<file path="config.mk">
export PLATFORM = sky130hd
export DESIGN_NAME = btgx_exec
export DESIGN_NICKNAME = d
export VERILOG_FILES = /design/src/logic/btgx_exec.v
export VERILOG_INCLUDE_DIRS = /design/src /design/src/logic
export SDC_FILE = /design/constraint.sdc
export NUM_CORES = 1
export LEC_CHECK = 0
export ABC_AREA = 1
export BUFFER_PORTS_ARGS = -buffer_cell sky130_fd_sc_hd__clkbuf_2
export CORE_MARGIN = 2
export CORE_UTILIZATION = 40
export CTS_CLUSTER_DIAMETER = 60
export DETAILED_ROUTE_END_ITERATION = 7
export GPL_ROUTABILITY_DRIVEN = 1
export PLACE_DENSITY_LB_ADDON = 0.1
export SLEW_MARGIN = 20
export SYNTH_ARGS = -nofsm -noshare
export SYNTH_HDL_FRONTEND = slang
export SYNTH_SLANG_ARGS = --single-unit
</file>
<file path="constraint.sdc">
create_clock -name mclk_i -period 3.7 [get_ports mclk_i]
set_input_delay 0.555 -clock mclk_i [delete_from_list [all_inputs] [get_ports mclk_i]]
set_output_delay 0.555 -clock mclk_i [all_outputs]
set_load 0.005 [all_outputs]
</file>
<file path="src/logic/btgx_defs.vh">
/*
  shared constants for the bit invert instruction execution unit:
  opcode field, access bank split, indexed window limit, phase codes.
  assumes nothing of its surroundings; definitions only.
*/
`ifndef BTGX_DEFS_VH
`define BTGX_DEFS_VH

`define BTGX_OPC_HI        15
`define BTGX_OPC_LO        12
`define BTGX_OPC_INVERT    4'h7
`define BTGX_BIT_HI        11
`define BTGX_BIT_LO        9
`define BTGX_ACC_BIT       8
`define BTGX_ACC_SPLIT     8'h60
`define BTGX_IDX_LIMIT     8'h5f
`define BTGX_HI_BANK       4'hf
`define BTGX_PH_IDLE       2'h0
`define BTGX_PH_READ       2'h1
`define BTGX_PH_PROC       2'h2
`define BTGX_PH_WRITE      2'h3

`endif

</file>
<file path="src/logic/btgx_exec.v">
/*
  execution unit for the single word bit invert instruction: decodes the
  word, forms the data address, reads the byte, inverts one bit, writes back.
  assumes a synchronous data memory whose read data is valid the cycle after
  mem_rd_o, and an instruction word offered with a one-cycle strobe from logic
  on the same clock.
  assumes bank_select_register_i, ext_set_en_i and index_base_i come from logic
  on the same clock; they are sampled only at the edge that takes the word.
  cycle map, counted from the edge that takes the word:
    cycle 1: mem_rd_o high, mem_addr_o valid, busy_o high
    cycle 2: memory presents the byte on mem_rdata_i; the mask, formed in cycle 1, is held in mask_q
    cycle 3: mem_wr_o high with the inverted byte on mem_wdata_o
    cycle 4: done_o high, busy_o low; a new word may be taken at its edge
  words with another opcode are ignored, as are strobes while busy_o is high;
  no status flag is produced, so none can change.
  limitation: mem_rdata_i is sampled once, at the end of cycle 2, so a memory
  slower than one cycle needs a wait state outside this unit.
*/
// Contract
// - opcode 0111: take bit index, access flag, file address; invert only that bit.
// - access flag 0 resolves the file address within the fixed access bank.
// - access flag 1 forms address from bank_select_register and file field.
// - extended set, flag 0, file at most 5Fh: indexed literal offset addressing.
`include "btgx_defs.vh"
`timescale 1ns/1ps
`default_nettype none

module btgx_exec #(
  parameter ADDR_W = 12
) (
  input  wire              mclk_i,
  input  wire              rst_i,
  input  wire [15:0]       instr_i,
  input  wire              instr_vld_i,
  input  wire [3:0]        bank_select_register_i,
  input  wire              ext_set_en_i,
  input  wire [ADDR_W-1:0] index_base_i,
  input  wire [7:0]        mem_rdata_i,
  output reg  [ADDR_W-1:0] mem_addr_o,
  output reg               mem_rd_o,
  output reg               mem_wr_o,
  output reg  [7:0]        mem_wdata_o,
  output reg               busy_o,
  output reg               done_o
);

  reg [1:0] phase_q;
  reg [1:0] phase_d;
  reg [2:0] bit_q;
  reg [7:0] mask_q;

  reg [2:0]        bit_d;
  reg [7:0]        mask_d;
  reg [ADDR_W-1:0] addr_d;
  reg              rd_d;
  reg              wr_d;
  reg [7:0]        wdata_d;
  reg              busy_d;
  reg              done_d;

  function is_invert_word;
    input [15:0] w;
    begin
      is_invert_word = (w[`BTGX_OPC_HI:`BTGX_OPC_LO] == `BTGX_OPC_INVERT);
    end
  endfunction

  function [7:0] bit_mask;
    input [2:0] idx;
    begin
      bit_mask = 8'h01 << idx;
    end
  endfunction

  wire       is_invert = is_invert_word(instr_i);
  wire       acc_flag  = instr_i[`BTGX_ACC_BIT];
  wire [7:0] file_f    = instr_i[7:0];
  // a word is taken only while idle; strobes during busy_o are dropped, not queued,
  // so the decoder must stall itself on busy_o
  wire       accept    = instr_vld_i && is_invert && (phase_q == `BTGX_PH_IDLE);

  // address generation; access bank file addresses below 60h map to bank 0, those from 60h up to the top bank
  // indexed mode adds the file field to index_base_i and wraps at ADDR_W bits
  function [ADDR_W-1:0] form_addr;
    input       a;
    input [7:0] f;
    input [3:0] bank_select_register;
    input       ext;
    input [ADDR_W-1:0] base;
    begin
      form_addr = {ADDR_W{1'b0}};
      if (a) begin
        form_addr[11:0] = {bank_select_register, f};
      end else if (ext && f <= `BTGX_IDX_LIMIT) begin
        form_addr = base + {{(ADDR_W-8){1'b0}}, f};
      end else if (f < `BTGX_ACC_SPLIT) begin
        form_addr[7:0] = f;
      end else begin
        form_addr[11:0] = {`BTGX_HI_BANK, f};
      end
    end
  endfunction

  always @* begin
    phase_d = phase_q;
    case (phase_q)
      `BTGX_PH_IDLE: begin
        if (accept) begin
          phase_d = `BTGX_PH_READ;
        end
      end
      `BTGX_PH_READ: begin
        phase_d = `BTGX_PH_PROC;
      end
      `BTGX_PH_PROC: begin
        phase_d = `BTGX_PH_WRITE;
      end
      `BTGX_PH_WRITE: begin
        phase_d = `BTGX_PH_IDLE;
      end
      default: begin
        phase_d = `BTGX_PH_IDLE;
      end
    endcase
  end

  // control pulses; rd, wr and done drop after one cycle unless set again
  always @* begin
    rd_d   = 1'b0;
    wr_d   = 1'b0;
    done_d = 1'b0;
    busy_d = busy_o;
    case (phase_q)
      `BTGX_PH_IDLE: begin
        if (accept) begin
          rd_d   = 1'b1;
          busy_d = 1'b1;
        end
      end
      `BTGX_PH_READ: begin
        // busy_o stays high through read and process so the decoder stalls
        busy_d = 1'b1;
      end
      `BTGX_PH_PROC: begin
        wr_d   = 1'b1;
        busy_d = 1'b1;
      end
      `BTGX_PH_WRITE: begin
        busy_d = 1'b0;
        done_d = 1'b1;
      end
      default: begin
        busy_d = 1'b0;
      end
    endcase
  end

  // datapath; address, mask and written byte hold between instructions
  always @* begin
    bit_d   = bit_q;
    mask_d  = mask_q;
    addr_d  = mem_addr_o;
    wdata_d = mem_wdata_o;
    case (phase_q)
      `BTGX_PH_IDLE: begin
        if (accept) begin
          bit_d  = instr_i[`BTGX_BIT_HI:`BTGX_BIT_LO];
          addr_d = form_addr(acc_flag, file_f, bank_select_register_i, ext_set_en_i, index_base_i);
        end
      end
      `BTGX_PH_READ: begin
        mask_d = bit_mask(bit_q);
      end
      `BTGX_PH_PROC: begin
        // only the indexed bit flips; no flags are produced, so status stays untouched
        wdata_d = mem_rdata_i ^ mask_q;
      end
      `BTGX_PH_WRITE: begin
        wdata_d = mem_wdata_o;
      end
      default: begin
        mask_d = 8'h00;
      end
    endcase
  end

  // phase and control flops; every output comes straight from a register
  always @(posedge mclk_i or posedge rst_i) begin
    if (rst_i) begin
      phase_q  <= `BTGX_PH_IDLE;
      mem_rd_o <= 1'b0;
      mem_wr_o <= 1'b0;
      busy_o   <= 1'b0;
      done_o   <= 1'b0;
    end else begin
      phase_q  <= phase_d;
      mem_rd_o <= rd_d;
      mem_wr_o <= wr_d;
      busy_o   <= busy_d;
      done_o   <= done_d;
    end
  end

  // datapath flops; the reset branch loads constants only
  always @(posedge mclk_i or posedge rst_i) begin
    if (rst_i) begin
      bit_q       <= 3'h0;
      mask_q      <= 8'h00;
      mem_addr_o  <= {ADDR_W{1'b0}};
      mem_wdata_o <= 8'h00;
    end else begin
      bit_q       <= bit_d;
      mask_q      <= mask_d;
      mem_addr_o  <= addr_d;
      mem_wdata_o <= wdata_d;
    end
  end

endmodule

`default_nettype wire

</file>
==> flow_summary_export.csv <==
group,metric,value,unit
drt,first_iter_violations,61,
floorplanning,fp-row-count,27,
clock_network,cts_sinks,37,
clock_network,post_cts_buffers,0,
floorplanning,pin_count,68,
timing,skew,0.01188,ns
global_routing,overflow,0,
logic_synthesis,synth-seq-cells,37,
placement,gp_congestion,0.8722,
global_routing,antenna_found_initial,0,
drt,vias_per_cell,4.601,
worst_setup_path,critical_path_class,"in -> reg",
final_layout,final_cell_count_no_fill,416,
worst_setup_path,slowest_delay,0.41,ns
placement,port_buffers,67,
logic_synthesis,yosysWarnings,0,
timing,setup_viol,0,
flow_run,maxCapViolCount,0,
power,ir_drop,230.0,uV
global_routing,grt_max_degree,24,
clock_network,cts.path.max_buffers,2,
logic_synthesis,synth_top_cells_by_area,"dfrtp_1 42%, nand2_1 12%, inv_1 6.9%",
power,power_density,587.2,mW/mm^2
placement,dp_hpwl,3834,microns
final_layout,layout_commonest_cell,"nand2_1",
final_layout,final_cell_mix,"71 x nand2_1, 67 x clkbuf_2, 41 x inv_1, 37 x dfrtp_1, 17 x o21ai_0",
drt,ant_nets,0,
power,p_leak,1.469,nW
worst_setup_path,cp.required,3.91,ns
worst_setup_path,cp_common_cell,"nand2_1",
worst_setup_path,r2r_setup_slack,2.10,ns
logic_synthesis,yosysSeqAreaShare,0.4157,
logic_synthesis,yosys.area.top_type,"dfrtp_1",
final_layout,fin_nets,400,
timing,fin_setup_tns,0,ns
logic_synthesis,syn-instance-count,272,
logic_synthesis,netlist.area_leader.share,0.4157,
timing,setup_ws,1.918,ns
clock_network,h-tree-depth,2,
logic_synthesis,ys_types,34,
final_layout,drive_above_1_share,0.2791,
global_routing,grt_usage,0.1696,
drt,routed_wirelength,4879,microns
min_path,min_path_type,"in -> async",
logic_synthesis,avgSynthCellArea,8.188,sq um
drt,wl_per_cell,11.73,microns
floorplanning,die-area,0.006180,sq mm
floorplanning,initial_core_util,0.4095,
floorplanning,core,0.005439,sq mm
timing,worstMarginPinSlew,0.9126,ns
worst_setup_path,arrival,1.99,ns
global_routing,grt_pass1_wl,8217,microns
clock_network,clock-root-buffer,"clkbuf_8",
run_status,status,"finished, final reports clean",
worst_setup_path,slowest_stage,"fa_1",
floorplanning,die_h,78.62,microns
timing,finalCritPeriodShare,0.4815,
timing,period_minus_slack,1.782,ns
clock_network,clock_latency,0.29,ns
worst_setup_path,startpoint_type,"primary input",
drt,drtPass1Iterations,4,
placement,place_inst,408,
timing,finalHoldViolCount,0,
timing,relSlewSlack,0.3909,
drt,vias,1914,
timing,rsz0062_at_grt,"no",
final_layout,area_growth,21.57,%
placement,dp_slack,1.602,ns
timing,max_freq,0.5613,GHz
timing,slew_viol_final,0,
final_layout,diodes,0,
worst_setup_path,cp_cell_sequence,"clkbuf_2, ha_1, inv_1, fa_1, nor2_2, o21ai_1, nand2_1, nand2_1, nand2_1, nand3_1, a21boi_1",
logic_synthesis,syn-num-nets,329,
drt,drc,0,
clock_network,post_cts_resized,0,
worst_setup_path,crit_path_end_kind,"register",
clock_network,numCtsBuffers,5,
clock_network,cts_tree,"yes",
floorplanning,die_w,78.62,microns
clock_network,hold_buffers,0,
global_routing,grt_pass1_vias,1851,
logic_synthesis,synth_area,0.002227,sq mm
clock_network,clk_pin_slew,0.08,ns
worst_setup_path,critPathMaxFanout,3,
-- synthesized netlist by cell type --
cell,number
nand3b_1,3
a21boi_1,3
o21ai_1,5
clkinv_4,1
o21ai_2,2
a21oi_2,3
nand3_1,14
fa_1,1
dfrtp_1,37
nand4_1,2
nand2_1,71
o22ai_1,8
a21oi_1,10
ha_1,12
o21ai_0,17
buf_6,1
xor2_1,3
xnor2_1,8
nand2_2,1
or2_0,1
a2bb2oi_1,2
nor2_8,1
nor2_2,2
inv_1,41
inv_4,1
or2_4,1
nor2_1,9
inv_2,1
nand3_2,2
buf_12,1
nand3_4,1
a22oi_1,1
clkbuf_1,2
or2_2,4
-- worst max-delay path: cells and delay by family --
| family | cells | cell delay, ns |
|---|---|---|
| buffers and inverters | 2 | 0.17 |
| AOI/OAI and AO/OA | 2 | 0.20 |
| and+or+nand+nor | 5 | 0.42 |
| adders and majority gates | 2 | 0.63 |
-- kinds of logic (layout without fill, tap and decap cells) --
family	Yosys count	in the layout	synth area share
adder cells (fa/ha/maj)	13	13	0.07640
AO/OA/AOI/OAI	51	51	0.1354
flip-flops	37	37	0.4157
AND/OR/NAND/NOR	112	112	0.2343
buffers and inverters	48	120	0.09495
XOR/XNOR	11	11	0.04326
-- path summary, 6_finish.rpt --
path	start	end	cells past startpoint
worst max-delay path	instr_i[0]	mem_addr_o[10]	11
worst min-delay path	rst_i	mem_wdata_o[6]	2
worst max register to register	phase_q[0]	mem_addr_o[8]	7
worst min register to register	mem_addr_o[2]	mem_addr_o[2]	2
max in group asynchronous	rst_i	mask_q[0]	3
min in group mclk_i	mem_addr_o[2]	mem_addr_o[2]	2
-- where the power goes --
part           internal, W  switching (W)  total [W]
Sequential        0.000591       0.000100   0.000691
Combinational     0.000291       0.000335   0.000626
Clock             0.000130       0.000142   0.000272
Total              0.00101       0.000578    0.00159
-- registers in the layout (all words and copies together) (netlist names) --
signal,flops
mem_rd_o,1
bit_q,3
mem_addr_o,12
mem_wdata_o,8
mask_q,8
busy_o,1
phase_q,2
mem_wr_o,1
done_o,1
-- final cells by class --
class / instances / area (sq um)
Clock buffer: 5 / 68.82
Sequential cell: 37 / 925.9
Clock inverter: 3 / 17.52
Tap cell: 72 / 90.09
Timing Repair Buffer: 68 / 342.8
Multi-Input combinational cell: 187 / 1090
Inverter: 44 / 172.7
Fill cell: 562 / 2731
-- per-stage QoR --
| stage | total power, W | hold slack, ns | cell area, sq um | utilization |
|---|---|---|---|---|
| 6_report | 0.001590 | 0.4408 | 2708 | 0.4978 |
| 5_1_grt | 0.001740 | 0.5124 | 2708 | 0.4978 |
| 4_1_cts | 0.001613 | 0.4799 | 2708 | 0.4978 |
| 3_5_place_dp | 0.001332 | 0.4664 | 2621 | 0.4819 |
| 3_3_place_gp | 0.001316 | 0.4640 | 2621 | 0.4819 |
| 2_1_floorplan | 0.001089 | 0.4724 | 2227 | - |
-- layer usage --
| metal | track usage | routed length [microns] |
|---|---|---|
| met1 | 0.2032 | 2257 |
| met2 | 0.3068 | 2393 |
| met3 | 0.02989 | 173 |
| met4 | 0.05263 | 55 |
| met5 | 0 | 0 |
Power figures use the tool's default switching activity.
